**src/core/t1pm_pkg.sv**
```systemverilog
/*
  Shared constants for the receive performance-monitor counter bank:
  register indices, field positions, reset values and frame timing.
  Assumes a 25 MHz system clock and a receive framer on the same clock.
*/
package t1pm_pkg;

  // bus geometry: word index on the Avalon address, byte data in low lanes
  localparam int ADDR_W = 12;
  localparam int DATA_W = 32;
  localparam int BYTE_W = 8;

  // register indices; byte address is four times the index
  localparam logic [ADDR_W-1:0] FAE_HI_IDX   = 12'h0902;
  localparam logic [ADDR_W-1:0] FAE_LO_IDX   = 12'h0903;
  localparam logic [ADDR_W-1:0] SEF_IDX      = 12'h0904;
  localparam logic [ADDR_W-1:0] CRC_HI_IDX   = 12'h0905;
  localparam logic [ADDR_W-1:0] CRC_LO_IDX   = 12'h0906;
  localparam logic [ADDR_W-1:0] IRQ_STAT_IDX = 12'h0910;
  localparam logic [ADDR_W-1:0] IRQ_MASK_IDX = 12'h0911;
  localparam logic [ADDR_W-1:0] CTRL_IDX     = 12'h0912;

  // counter widths
  localparam int WIDE_CNT_W   = 16;
  localparam int NARROW_CNT_W = 8;

  // control register fields
  localparam int CTRL_ESF_BIT = 0;
  localparam int CTRL_EN_BIT  = 1;
  localparam int CTRL_W       = 2;
  localparam logic [CTRL_W-1:0] CTRL_RST = 2'h2;

  // interrupt status / mask fields
  localparam int IRQ_FAE_BIT = 0;
  localparam int IRQ_SEF_BIT = 1;
  localparam int IRQ_CRC_BIT = 2;
  localparam int IRQ_SAT_BIT = 3;
  localparam int IRQ_W       = 4;
  localparam logic [IRQ_W-1:0] IRQ_STAT_RST = 4'h0;
  localparam logic [IRQ_W-1:0] IRQ_MASK_RST = 4'h0;

  // frame timing: one framing-bit check per 125 us frame
  localparam int CLK_HZ          = 25000000;
  localparam int FRAME_TIME_NS   = 125000;
  localparam int SEF_SF_TIME_NS  = 750000;
  localparam int SEF_ESF_TIME_NS = 3000000;
  localparam int SEF_SF_FRAMES   = SEF_SF_TIME_NS / FRAME_TIME_NS;
  localparam int SEF_ESF_FRAMES  = SEF_ESF_TIME_NS / FRAME_TIME_NS;
  localparam int SEF_RUN_W       = 5;

  typedef enum logic [1:0] {
    T1PM_BS_IDLE = 2'b01,
    T1PM_BS_ACK  = 2'b10
  } t1pm_bus_state_t;

endpackage

```
**src/core/t1pm_sat_cnt.sv**
```systemverilog
/*
  Saturating event counter with a synchronous clear.
  Assumes inc_i and clr_i are single-cycle pulses on clk_sys_i.
*/
`timescale 1ns/1ps
module t1pm_sat_cnt #(
  parameter int W = 16
) (
  input  wire logic         clk_sys_i,
  input  wire logic         rst_b_i,
  input  wire logic         inc_i,
  input  wire logic         clr_i,
  output logic [W-1:0]      cnt_o,
  output logic              sat_o
);

  logic [W-1:0] cnt_q;

  if (W < 2) begin : g_chk
    $error("t1pm_sat_cnt: width below 2");
  end

  // an event that lands on the clearing read is kept as a count of one
  always_ff @(posedge clk_sys_i or negedge rst_b_i) begin
    if (!rst_b_i) begin
      cnt_q <= '0;
    end else if (clr_i) begin
      cnt_q <= inc_i ? W'(1) : '0;
    end else if (inc_i && (cnt_q != {W{1'b1}})) begin
      cnt_q <= cnt_q + W'(1);
    end
  end

  assign cnt_o = cnt_q;
  assign sat_o = inc_i && !clr_i && (cnt_q == {W{1'b1}});

endmodule

```
**src/core/t1pm_top.sv**
```systemverilog
/*
  Receive performance-monitor counter bank for a T1 framer: framing
  alignment errors, severely errored frames and CRC-6 bit errors, read
  over Avalon-MM, with sticky interrupt status and mask.
  Assumes the framer's event pulses are already on clk_sys_i (25 MHz).
*/
// Chosen here: the Avalon-MM interface to the registers.
`timescale 1ns/1ps
// Contract
// RULE_01: keep a 16-bit count of framing alignment errors since last read.
// RULE_02: every counter byte clears to zero when software reads it.
// RULE_03: alignment count upper byte at 0x0902, lower byte at 0x0903.
// RULE_04: software reads the upper byte before the lower byte.
// RULE_05: clearing a 16-bit count takes upper then lower byte reads.
// RULE_06: keep an 8-bit count of severely errored frames since last read.
// RULE_07: framing bit errors over contiguous windows make a severe event.
// RULE_08: superframe mode: six frames of Ft errors in a row is severe.
// RULE_09: extended superframe mode: 24 frames of FPS errors is severe.
// RULE_10: keep a 16-bit CRC-6 error count, upper byte in its own register.
// RULE_11: CRC-6 count lower byte readable at 0x0906.
// RULE_12: upper-byte read snapshots the lower byte for the next read.
// RULE_13: counters stop at their maximum instead of wrapping.
module t1pm_top #(
  parameter int FAE_W = t1pm_pkg::WIDE_CNT_W,
  parameter int SEF_W = t1pm_pkg::NARROW_CNT_W,
  parameter int CRC_W = t1pm_pkg::WIDE_CNT_W
) (
  input  wire logic                           clk_sys_i,
  input  wire logic                           rst_b_i,
  input  wire logic [t1pm_pkg::ADDR_W-1:0]    avs_address_i,
  input  wire logic                           avs_read_i,
  input  wire logic                           avs_write_i,
  input  wire logic [t1pm_pkg::DATA_W-1:0]    avs_writedata_i,
  output logic      [t1pm_pkg::DATA_W-1:0]    avs_readdata_o,
  output logic                                avs_waitrequest_o,
  input  wire logic                           fae_event_i,
  input  wire logic                           frame_chk_i,
  input  wire logic                           frame_bit_err_i,
  input  wire logic                           crc6_err_event_i,
  output logic                                irq_o
);

  import t1pm_pkg::*;

  if (FAE_W != 2 * BYTE_W || CRC_W != 2 * BYTE_W || SEF_W != BYTE_W) begin : g_chk
    $error("t1pm_top: counters must be two bytes, or one for the severe count");
  end

  // the run counter must reach the longer window without wrapping
  if (SEF_SF_FRAMES >= (1 << SEF_RUN_W)
      || SEF_ESF_FRAMES >= (1 << SEF_RUN_W)) begin : g_run_chk
    $error("t1pm_top: frame run counter too narrow for the window");
  end

  // a window of no frames would wrap the run compare to the all-ones run count
  if (SEF_SF_FRAMES < 1 || SEF_ESF_FRAMES < 1) begin : g_win_chk
    $error("t1pm_top: severe frame window must be at least one frame");
  end

  // every readable field must fit the data lanes
  if (DATA_W < BYTE_W || DATA_W < IRQ_W || DATA_W < CTRL_W) begin : g_lane_chk
    $error("t1pm_top: data bus narrower than a register");
  end

  // field positions must sit inside their registers
  if (IRQ_FAE_BIT >= IRQ_W || IRQ_SEF_BIT >= IRQ_W
      || IRQ_CRC_BIT >= IRQ_W || IRQ_SAT_BIT >= IRQ_W) begin : g_irq_chk
    $error("t1pm_top: status bit outside the status register");
  end

  if (CTRL_ESF_BIT >= CTRL_W || CTRL_EN_BIT >= CTRL_W) begin : g_ctrl_chk
    $error("t1pm_top: control bit outside the control register");
  end

  // overlapping indices would let one read clear two counters
  if (FAE_HI_IDX == FAE_LO_IDX || FAE_HI_IDX == SEF_IDX || FAE_HI_IDX == CRC_HI_IDX
      || FAE_HI_IDX == CRC_LO_IDX || FAE_LO_IDX == SEF_IDX || FAE_LO_IDX == CRC_HI_IDX
      || FAE_LO_IDX == CRC_LO_IDX || SEF_IDX == CRC_HI_IDX || SEF_IDX == CRC_LO_IDX
      || CRC_HI_IDX == CRC_LO_IDX) begin : g_idx_chk
    $error("t1pm_top: two counters share a register index");
  end

  // a shared index would make a status read also hit a setting
  if (IRQ_STAT_IDX == IRQ_MASK_IDX || IRQ_STAT_IDX == CTRL_IDX
      || IRQ_MASK_IDX == CTRL_IDX) begin : g_reg_idx_chk
    $error("t1pm_top: control registers share an index");
  end

  // bus handshake
  t1pm_bus_state_t            bus_state_q;
  logic                       wait_q;
  logic [DATA_W-1:0]          rdata_q;
  logic [DATA_W-1:0]          rdata_d;
  logic                       accept;
  logic                       rd_acc;
  logic                       wr_acc;

  // register decode
  logic                       rd_fae_hi;
  logic                       rd_fae_lo;
  logic                       rd_sef;
  logic                       rd_crc_hi;
  logic                       rd_crc_lo;
  logic                       rd_stat;
  logic                       wr_mask;
  logic                       wr_ctrl;

  // counters and their snapshots
  logic [FAE_W-1:0]           fae_cnt;
  logic [SEF_W-1:0]           sef_cnt;
  logic [CRC_W-1:0]           crc_cnt;
  logic                       fae_clr;
  logic                       sef_clr;
  logic                       crc_clr;
  logic                       fae_sat;
  logic                       sef_sat;
  logic                       crc_sat;
  logic [BYTE_W-1:0]          fae_hold_q;
  logic                       fae_hold_vld_q;
  logic [BYTE_W-1:0]          crc_hold_q;
  logic                       crc_hold_vld_q;

  // severe frame detection
  logic [SEF_RUN_W-1:0]       run_q;
  logic [SEF_RUN_W-1:0]       run_lim;
  logic                       sef_pulse;

  // control and interrupts
  logic [CTRL_W-1:0]          ctrl_q;
  logic [IRQ_W-1:0]           stat_q;
  logic [IRQ_W-1:0]           mask_q;
  logic [IRQ_W-1:0]           ev_vec;
  logic                       irq_q;
  logic                       fae_inc;
  logic                       crc_inc;
  logic                       cnt_en;

  // one wait state per access: the request is taken on the edge that
  // drops waitrequest, the master samples the answer on the next edge
  assign accept = (bus_state_q == T1PM_BS_IDLE) && (avs_read_i || avs_write_i);
  assign rd_acc = accept && avs_read_i;
  assign wr_acc = accept && avs_write_i && !avs_read_i;

  always_ff @(posedge clk_sys_i or negedge rst_b_i) begin
    if (!rst_b_i) begin
      bus_state_q <= T1PM_BS_IDLE;
      wait_q      <= 1'b1;
    end else begin
      case (bus_state_q)
        T1PM_BS_IDLE: begin
          if (accept) begin
            bus_state_q <= T1PM_BS_ACK;
            wait_q      <= 1'b0;
          end
        end
        T1PM_BS_ACK: begin
          bus_state_q <= T1PM_BS_IDLE;
          wait_q      <= 1'b1;
        end
        default: begin
          bus_state_q <= T1PM_BS_IDLE;
          wait_q      <= 1'b1;
        end
      endcase
    end
  end

  always_comb begin
    rd_fae_hi = rd_acc && (avs_address_i == FAE_HI_IDX); // see RULE_03
    rd_fae_lo = rd_acc && (avs_address_i == FAE_LO_IDX); // see RULE_03
    rd_sef    = rd_acc && (avs_address_i == SEF_IDX);
    rd_crc_hi = rd_acc && (avs_address_i == CRC_HI_IDX); // see RULE_10
    rd_crc_lo = rd_acc && (avs_address_i == CRC_LO_IDX); // see RULE_11
    rd_stat   = rd_acc && (avs_address_i == IRQ_STAT_IDX);
    wr_mask   = wr_acc && (avs_address_i == IRQ_MASK_IDX);
    wr_ctrl   = wr_acc && (avs_address_i == CTRL_IDX);
  end

  assign cnt_en  = ctrl_q[CTRL_EN_BIT];
  assign fae_inc = cnt_en && fae_event_i;
  assign crc_inc = cnt_en && crc6_err_event_i;

  // the upper-byte read empties the live count; a lower-byte read with
  // no snapshot pending falls back to the live count and empties it
  assign fae_clr = rd_fae_hi || (rd_fae_lo && !fae_hold_vld_q); // see RULE_02
  assign crc_clr = rd_crc_hi || (rd_crc_lo && !crc_hold_vld_q); // see RULE_02
  assign sef_clr = rd_sef; // see RULE_02

  t1pm_sat_cnt #(
    .W (FAE_W)
  ) u_fae_cnt (
    .clk_sys_i (clk_sys_i),
    .rst_b_i   (rst_b_i),
    .inc_i     (fae_inc),
    .clr_i     (fae_clr),
    .cnt_o     (fae_cnt),
    .sat_o     (fae_sat)
  ); // see RULE_01, see RULE_13

  t1pm_sat_cnt #(
    .W (SEF_W)
  ) u_sef_cnt (
    .clk_sys_i (clk_sys_i),
    .rst_b_i   (rst_b_i),
    .inc_i     (sef_pulse),
    .clr_i     (sef_clr),
    .cnt_o     (sef_cnt),
    .sat_o     (sef_sat)
  ); // see RULE_06, see RULE_13

  t1pm_sat_cnt #(
    .W (CRC_W)
  ) u_crc_cnt (
    .clk_sys_i (clk_sys_i),
    .rst_b_i   (rst_b_i),
    .inc_i     (crc_inc),
    .clr_i     (crc_clr),
    .cnt_o     (crc_cnt),
    .sat_o     (crc_sat)
  ); // see RULE_10, see RULE_13

  // snapshot of the lower byte, so an event between the two byte reads
  // cannot tear the pair; it lands in the next count instead
  always_ff @(posedge clk_sys_i or negedge rst_b_i) begin
    if (!rst_b_i) begin
      fae_hold_q     <= '0;
      fae_hold_vld_q <= 1'b0;
    end else if (rd_fae_hi) begin
      fae_hold_q     <= fae_cnt[BYTE_W-1:0]; // see RULE_12, see RULE_04
      fae_hold_vld_q <= 1'b1;
    end else if (rd_fae_lo) begin
      fae_hold_q     <= '0; // see RULE_05
      fae_hold_vld_q <= 1'b0;
    end
  end

  always_ff @(posedge clk_sys_i or negedge rst_b_i) begin
    if (!rst_b_i) begin
      crc_hold_q     <= '0;
      crc_hold_vld_q <= 1'b0;
    end else if (rd_crc_hi) begin
      crc_hold_q     <= crc_cnt[BYTE_W-1:0]; // see RULE_12, see RULE_04
      crc_hold_vld_q <= 1'b1;
    end else if (rd_crc_lo) begin
      crc_hold_q     <= '0; // see RULE_05
      crc_hold_vld_q <= 1'b0;
    end
  end

  // run of consecutive frames with a bad framing bit; each full run is
  // one severe event and the next window starts afresh
  assign run_lim = ctrl_q[CTRL_ESF_BIT] ? SEF_RUN_W'(SEF_ESF_FRAMES)
                                        : SEF_RUN_W'(SEF_SF_FRAMES); // see RULE_08, see RULE_09
  assign sef_pulse = cnt_en && frame_chk_i && frame_bit_err_i
                     && (run_q == run_lim - SEF_RUN_W'(1)); // see RULE_07

  always_ff @(posedge clk_sys_i or negedge rst_b_i) begin
    if (!rst_b_i) begin
      run_q <= '0;
    end else if (!cnt_en || wr_ctrl) begin
      // a mode change restarts the window rather than mixing two lengths
      run_q <= '0;
    end else if (frame_chk_i) begin
      if (!frame_bit_err_i || sef_pulse) begin
        run_q <= '0; // see RULE_07
      end else begin
        run_q <= run_q + SEF_RUN_W'(1);
      end
    end
  end

  always_ff @(posedge clk_sys_i or negedge rst_b_i) begin
    if (!rst_b_i) begin
      ctrl_q <= CTRL_RST;
    end else if (wr_ctrl) begin
      ctrl_q <= avs_writedata_i[CTRL_W-1:0];
    end
  end

  always_ff @(posedge clk_sys_i or negedge rst_b_i) begin
    if (!rst_b_i) begin
      mask_q <= IRQ_MASK_RST;
    end else if (wr_mask) begin
      mask_q <= avs_writedata_i[IRQ_W-1:0];
    end
  end

  always_comb begin
    ev_vec              = '0;
    ev_vec[IRQ_FAE_BIT] = fae_inc;
    ev_vec[IRQ_SEF_BIT] = sef_pulse;
    ev_vec[IRQ_CRC_BIT] = crc_inc;
    ev_vec[IRQ_SAT_BIT] = fae_sat || sef_sat || crc_sat;
  end

  // read clears the status, but an event in that same cycle survives
  always_ff @(posedge clk_sys_i or negedge rst_b_i) begin
    if (!rst_b_i) begin
      stat_q <= IRQ_STAT_RST;
    end else if (rd_stat) begin
      stat_q <= ev_vec;
    end else begin
      stat_q <= stat_q | ev_vec;
    end
  end

  always_ff @(posedge clk_sys_i or negedge rst_b_i) begin
    if (!rst_b_i) begin
      irq_q <= 1'b0;
    end else begin
      irq_q <= |(stat_q & mask_q);
    end
  end

  always_comb begin
    rdata_d = '0;
    if (rd_acc) begin
      case (avs_address_i)
        FAE_HI_IDX:   rdata_d[BYTE_W-1:0] = fae_cnt[FAE_W-1:BYTE_W]; // see RULE_03
        FAE_LO_IDX:   rdata_d[BYTE_W-1:0] = fae_hold_vld_q ? fae_hold_q
                                                           : fae_cnt[BYTE_W-1:0];
        SEF_IDX:      rdata_d[BYTE_W-1:0] = sef_cnt; // see RULE_06
        CRC_HI_IDX:   rdata_d[BYTE_W-1:0] = crc_cnt[CRC_W-1:BYTE_W]; // see RULE_10
        CRC_LO_IDX:   rdata_d[BYTE_W-1:0] = crc_hold_vld_q ? crc_hold_q
                                                           : crc_cnt[BYTE_W-1:0]; // see RULE_11
        IRQ_STAT_IDX: rdata_d[IRQ_W-1:0]  = stat_q;
        IRQ_MASK_IDX: rdata_d[IRQ_W-1:0]  = mask_q;
        CTRL_IDX:     rdata_d[CTRL_W-1:0] = ctrl_q;
        default:      rdata_d = '0;
      endcase
    end
  end

  // read data is held through the answer cycle and zero otherwise
  always_ff @(posedge clk_sys_i or negedge rst_b_i) begin
    if (!rst_b_i) begin
      rdata_q <= '0;
    end else begin
      rdata_q <= rdata_d;
    end
  end

  assign avs_readdata_o    = rdata_q;
  assign avs_waitrequest_o = wait_q;
  assign irq_o             = irq_q;

endmodule

```
**config.mk**
```make
export PLATFORM = sky130hd
export DESIGN_NAME = t1pm_top
export DESIGN_NICKNAME = d
export VERILOG_FILES = /design/src/core/t1pm_pkg.sv /design/src/core/t1pm_sat_cnt.sv /design/src/core/t1pm_top.sv
export SDC_FILE = /design/constraint.sdc
export NUM_CORES = 1
export LEC_CHECK = 0
export ABC_AREA = 0
export BUFFER_PORTS_ARGS = -buffer_cell sky130_fd_sc_hd__buf_2
export CORE_MARGIN = 3
export CORE_UTILIZATION = 45
export DETAILED_ROUTE_END_ITERATION = 7
export PLACE_DENSITY = 0.69
export SYNTH_ARGS = -nofsm -noshare
export SYNTH_HDL_FRONTEND = slang
export SYNTH_SLANG_ARGS = --single-unit
```
**constraint.sdc**
```tcl
create_clock -name clk_sys_i -period 2 [get_ports clk_sys_i]
set_input_delay 0.2 -clock clk_sys_i [delete_from_list [all_inputs] [get_ports clk_sys_i]]
set_output_delay 0.2 -clock clk_sys_i [all_outputs]
set_load 0.01 [all_outputs]
```
==> summary.txt, run 1 <==
Status: complete, no violations
Top FF cell, synth: dfrtp_1
Compound-Gate Fraction of Synth Area: 12.3%
Root Buffer Master: clkbuf_8
MaxCap Viol Count: 0
Chip width: 111 µm
Worst path slowest cell: a2111o_1
Main combinational cell family by area after synthesis: simple AND/OR/NAND/NOR gates
Vias in the first global route: 4,007
XOR/XNOR share of the synthesized area: 5.63%
Post-Synth Simple-Gate Area: 24.6%
IR drop worst, VDD: 0.302 mV
Synth Warn #: 0
# fillers: 956
CTS tree: done
Routability cong.: 0.879
IO Port Bufs: 33
Unrepaired setup endpoints after global routing: yes
Number of buffers created by CTS: 9
Setup tns final: 0 ns
Crit Path Category: reg -> reg
Initial Util: 47.2%
Buf/Inv on CP: 1
Syn Inst Count: 521
Initial antenna violation count: 0
Max Slew Vio Count: 0
WL final: 11,400 µm
IO Count: 86
Sequential area share after synthesis: 42.3%
LEAKAGE: 0.00261 µW
Clock slew at reported path FFs: 0.09 ns
Post-synthesis mux area share: 6.79%
Gr usage total: 19.2%
Post-synth cell types: 64
Die Height: 111 µm
CP delay by family, top: compound AO/OA/AOI/OAI gates
Congestion Overflow GR: 0
Clock H-tree levels: 3
Global-route wire length before repair: 19,700 µm
Synth top area share: 41.2%
Netlist Area Pre-Place: 4980 µm²
Longest Clk Path Bufs: 2
Cell taking the most area after synthesis: dfrtp_1
Diode count: 0
Worst min path class: in -> reg
CP Max Fanout: 7
Pwr/cell area: 546 nW/µm²
Synth async-reset ratio: 100%
Area Growth Syn to Fin: 16.7%
Min Hold Slack: 0.0309 ns
Initial DRC Count: 247
Critical Path End Type: register
Std-Cell Rows: 37
DP HPWL: 8670 µm
Synth Area per Inst: 9.55 µm²
Die area: 12,400 µm²
Max incr delay on CP: 0.55 ns
Synth top area cells: dfrtp_1 (41%), xnor2_1 (5.1%), buf_4 (3.9%), mux2i_1 (3.6%), nor2_1 (3.6%)
TritonCTS Sinks: 84
Final ANT Viol Nets: 0
Number of synthesized flops with an enable pin: 0
DRC violations left: 0
Area of the core: 10,600 µm²
#FFs+latches synth: 84
Worst EP arrival: 2.31 ns
Worst skew pair latency: 0.37 ns
Ratio of cells with drive above 1 in the final layout: 26.2%
Via/cell ratio: 5.44
Final setup fails: 0
Most frequent cells in the layout: dfrtp_1 (82), buf_4 (52), nor2_1 (48)
Worst EP required: 2.31 ns
Wirelength per Cell: 15.6 µm
Power Total: 3170 µW
Fmax achieved: 0.501 GHz
Final worst path period share: 99.8%
Largest net degree at the start of global routing: 39
Critical Path Start Type: register
Final Util: 55.0%
Most common cell after layout, fill and taps aside: dfrtp_1
Pre-Repair DR Iteration Count: 5
Final #Nets: 646
Synth Area in Adders: 1.01%
Clk_skew: 0.0162 ns
Via count: 3,975
Critical path, cell by cell: or3_4, a2111o_1, buf_6, o32a_1, nand2_1
Final hold vios: 0
Period minus WS final: 2.00 ns
worst reg2reg max path: stages, from the launching register on:
cell and delay, ns:
dfrtp_1 0.39, or3_4 0.40, a2111o_1 0.55, buf_6 0.19, o32a_1 0.35, nand2_1 0.06
metal layers:
metal / track usage [%] / wire, µm
met3: 4.53 / 522
met2: 31.2 / 5570
met1: 25.7 / 5200
met4: 5.35 / 123
met5: 0 / 0
registers in the layout, indices dropped and copies added, names as in the netlist, 2 cells and up:
signal and flops:
mask_q 4, stat_q 4, avs_readdata_o 8, run_q 5, ctrl_q 2, bus_state_q 2
u_sef_cnt.cnt_o 8, fae_hold_q 8, u_fae_cnt.cnt_o 16, crc_hold_q 8, u_crc_cnt.cnt_o 16
final cells by class:
class                           instances  area [µm²]  share of cell area (%)
Multi-Input combinational cell        397        2680                    46.1
Clock buffer                           10         138                    2.37
Timing Repair Buffer                   90         634                    10.9
Clock inverter                          6        53.8                   0.926
Sequential cell                        84        2100                    36.2
Tap cell                              136         170                    2.93
Inverter                                8        30.0                   0.517
what timing repair did:
item	CTS	global route
setup endpoints to repair	5	17
hold buffers	1	0
resized for setup	2	10
hold endpoints to repair	27	0
pin swaps	1	5
buffers inserted	0	5
per-stage QoR:
| step | worst slack, ns | cells | instance area (µm²) |
|---|---|---|---|
| floorplan | -0.0561 | 544 | 5100 |
| global placement | -0.0394 | 709 | 5510 |
| detailed placement | -0.0588 | 709 | 5510 |
| CTS | 0.000557 | 726 | 5720 |
| global route | -0.0715 | 731 | 5810 |
| finish | 0.00456 | 731 | 5810 |
cells by family (layout without fill, tap and decap cells):
logic type | Yosys count | count (layout)
AND/OR/NAND/NOR | 221 | 221
AO/OA/AOI/OAI | 84 | 84
flip-flops | 84 | 84
buffers and inverters | 63 | 114
XOR/XNOR | 32 | 32
multiplexers | 32 | 32
adder cells (fa/ha/maj) | 4 | 4
other | 1 | 24
cell usage after synthesis, drive strengths merged (6+ instances only):
| cell type | count |
|---|---|
| mux2i | 18 |
| and2 | 10 |
| a22o | 8 |
| a31oi | 6 |
| nand4 | 8 |
| o21ai | 19 |
| nor4 | 15 |
| nor2b | 8 |
| buf | 39 |
| inv | 8 |
| nand3 | 27 |
| and3 | 6 |
| nor3 | 14 |
| a21oi | 10 |
| mux2 | 14 |
| a22oi | 12 |
| nor2 | 48 |
| o22ai | 10 |
| dfrtp | 82 |
| nand2b | 8 |
| clkbuf | 16 |
| nand2 | 44 |
| xnor2 | 29 |
power breakdown:
group	total (µW)	switching, µW	internal (µW)
clock	1180	667	509
sequential	1750	20.2	1730
combinational	246	157	89.6
path summary, 6_finish.rpt:
check	cells after the start	slack [ns]	to	startpoint
worst max-delay path	5	0.005	stat_q[3]	run_q[1]
worst min-delay path	3	0.03	ctrl_q[1]	avs_writedata_i[1]
worst max register to register	5	0.005	stat_q[3]	run_q[1]
worst min register to register	2	0.51	crc_hold_q[3]	crc_hold_q[3]
max in group asynchronous	3	1.11	u_crc_cnt.cnt_o[12]	rst_b_i
min in group asynchronous	2	0.29	u_fae_cnt.cnt_o[1]	rst_b_i
Power figures use the tool's default switching activity.
==> run 2, diff against run 1 <==
--- a/config.mk
+++ b/config.mk
@@ -10,7 +10,7 @@
 export CORE_MARGIN = 3
 export CORE_UTILIZATION = 45
 export DETAILED_ROUTE_END_ITERATION = 7
-export PLACE_DENSITY = 0.69
+export PLACE_DENSITY = 0.66
 export SYNTH_ARGS = -nofsm -noshare
 export SYNTH_HDL_FRONTEND = slang
 export SYNTH_SLANG_ARGS = --single-unit
==> constraint.sdc (replaced) <==
create_clock -name clk_sys_i -period 1.96 [get_ports clk_sys_i]
set_input_delay 0.196 -clock clk_sys_i [delete_from_list [all_inputs] [get_ports clk_sys_i]]
set_output_delay 0.196 -clock clk_sys_i [all_outputs]
set_load 0.01 [all_outputs]
==> summary.txt, run 2 (same netlist as run 1, synthesis figures left out) <==
Status: finished, violations left
Failing checks: setup timing
Worst path slowest cell: a2111o_1
Pwr/cell area: 590 nW/µm² (+8.1%)
CP delay by family, top: simple AND/OR/NAND/NOR gates
Hold depth: 3 (unchanged)
Dpl cell area: 5570 µm² (+1.1%)
Crit path depth: 6 (+1)
Critical Path End Type: register
Clock power share: 41.1% (+4.0 points)
Placed cell count: 712 (+0.42%)
Period minus WS final: 1.99 ns (-0.00911 ns)
MaxCap Viol Count: 0 (unchanged)
R2R depth: 6 (+1)
Number of buffers created by CTS: 9 (unchanged)
Final #Nets: 648 (+0.31%)
DP HPWL: 8930 µm (+3.0%)
Die Height: 111 µm (unchanged)
Crit Path Category: reg -> reg
IR drop worst, VDD: 0.500 mV (+66%)
Routability cong.: 0.836 (-4.9%)
Net Sw Power: 866 µW (+2.7%)
CTS tree: done
Fmax achieved: 0.503 GHz (+0.46%)
Final hold vios: 0 (unchanged)
Area of the core: 10,600 µm² (unchanged)
Std-Cell Rows: 37 (unchanged)
Global-route wire length before repair: 20,000 µm (+1.5%)
FF+latch area: 2110 µm² (+0.12%)
Final worst path period share: 101% (+1.6 points)
Root Buffer Master: clkbuf_8
DRC violations left: 0 (unchanged)
Worst skew pair latency: 0.38 ns (about the same)
Initial Util: 47.2% (unchanged)
Wirelength per Cell: 16.7 µm (+7.2%)
Max Slew Vio Count: 0 (unchanged)
Seq pwr share: 51.1% (-4.0 points)
Sw frac: 24.8% (-1.8 points)
Area Growth Syn to Fin: 18.8%
Chip width: 111 µm (unchanged)
LEAKAGE: 0.00264 µW (+1.2%)
Final Util: 56.0% (+0.96 points)
Most frequent cells in the layout: dfrtp_1 (80), buf_4 (52), nor2_1 (48)
Cell Int Power: 2620 µW (+13%)
IO Count: 86 (unchanged)
Final ANT Viol Nets: 0 (unchanged)
IO Port Bufs: 33 (unchanged)
Combinational share of power: 7.9% (about the same)
Buf/Inv on CP: 1 (unchanged)
Clock H-tree levels: 3 (unchanged)
Ratio of cells with drive above 1 in the final layout: 27.3% (+1.1 points)
Vias in the first global route: 4,019 (+0.30%)
Gr usage total: 19.8% (+0.64 points)
TritonCTS Sinks: 84 (unchanged)
Clk_skew: 0.00929 ns (-0.00687 ns)
Final setup fails: 3 (+3)
Final worst slack: -0.0263 ns (-0.0309 ns)
Initial DRC Count: 325 (+32%)
WL final: 12,300 µm (+7.5%)
Die area: 12,400 µm² (unchanged)
Design area: 5910 µm² (+1.7%)
Most common cell after layout, fill and taps aside: dfrtp_1
Via count: 4,149 (+4.4%)
Diode count: 0 (unchanged)
Final std cells w/o fill: 733 (+0.27%)
Setup tns final: -0.0385 ns (-0.0385 ns)
Pre-Repair DR Iteration Count: 5 (unchanged)
Clock slew at reported path FFs: 0.09 ns (about the same)
Via/cell ratio: 5.66 (+4.1%)
Critical Path Start Type: register
Max incr delay on CP: 0.50 ns (-0.05 ns)
Congestion Overflow GR: 0 (unchanged)
Longest Clk Path Bufs: 2 (unchanged)
Multi-input gate area: 2700 µm² (+0.65%)
Worst EP arrival: 2.26 ns (-0.05 ns)
Worst EP required: 2.23 ns (-0.08 ns)
# fillers: 934 (-2.3%)
Unrepaired setup endpoints after global routing: yes
Worst min path class: in -> reg
Critical path, cell by cell: or3_4, a2111o_1, buf_4, nor3_1, xnor2_1, nor2_1
Power Total: 3490 µW (+10%)
Largest net degree at the start of global routing: 39 (unchanged)
Initial antenna violation count: 0 (unchanged)
CP Max Fanout: 5 (-2)
[run 2: cell type report]
type / count / share of cell area, %
sequential: 84 / 35.6
tap: 136 / 2.88
clock inverter: 6 / 1.46
inverter: 8 / 0.508
multi-input combinational: 397 / 45.6
timing repair buffer: 92 / 11.6
clock buffer: 10 / 2.33
[run 2: final timing paths]
| kind | from | endpoint | slack (ns) |
|---|---|---|---|
| max reg2reg | run_q[1] | u_sef_cnt.cnt_o[3] | -0.03 |
| min | avs_writedata_i[1] | ctrl_q[1] | 0.02 |
| max | run_q[1] | u_sef_cnt.cnt_o[3] | -0.03 |
| min reg2reg | fae_hold_q[5] | fae_hold_q[5] | 0.51 |
| min in group asynchronous | rst_b_i | u_fae_cnt.cnt_o[3] | 0.31 |
| max in group asynchronous | rst_b_i | bus_state_q[0] | 1.03 |
[run 2: tightest hold or removal path: cells and delay by family]
kind | cells | cell delay [ns]
buf+inv | 1 | 0.11
simple gates | 2 | 0.10
[run 2: repair_timing]
item                                   in CTS  in global routing
gates resized for setup                     3                 15
pin swaps                                   1                  3
cloned                                      0                  0
setup endpoints to repair                   6                 15
endpoints found under the hold margin      30                  0
hold buffers                                1                  0
setup buffers                               0                  4
[run 2: power groups by stage]
| stage | Clock (µW) | Combinational, µW | Sequential [µW] |
|---|---|---|---|
| after global placement | 0 | 266 | 1810 |
| after floorplan | 0 | 175 | 1820 |
| final | 1430 | 275 | 1780 |
| after CTS | 1460 | 274 | 1780 |
| after detailed placement | 0 | 273 | 1810 |
| after global routing | 1530 | 300 | 1780 |
[run 2: through the flow]
stage          setup slack [ns]  hold WS (ns)
2_1_floorplan           -0.0961       -0.0996
3_3_place_gp            -0.0760         0.168
3_5_place_dp            -0.0924         0.182
4_1_cts                 0.00548        0.0173
5_1_grt                 -0.0979        0.0319
6_report                -0.0263        0.0214
[run 2: layer usage]
layer	part of all wire [%]	global-route usage, %	vias up
met5	0	0	-
met4	1.9	7.14	0
met3	4.6	3.77	23
met2	49	32.4	113
met1	45	26.3	2043
li1	-	-	1970
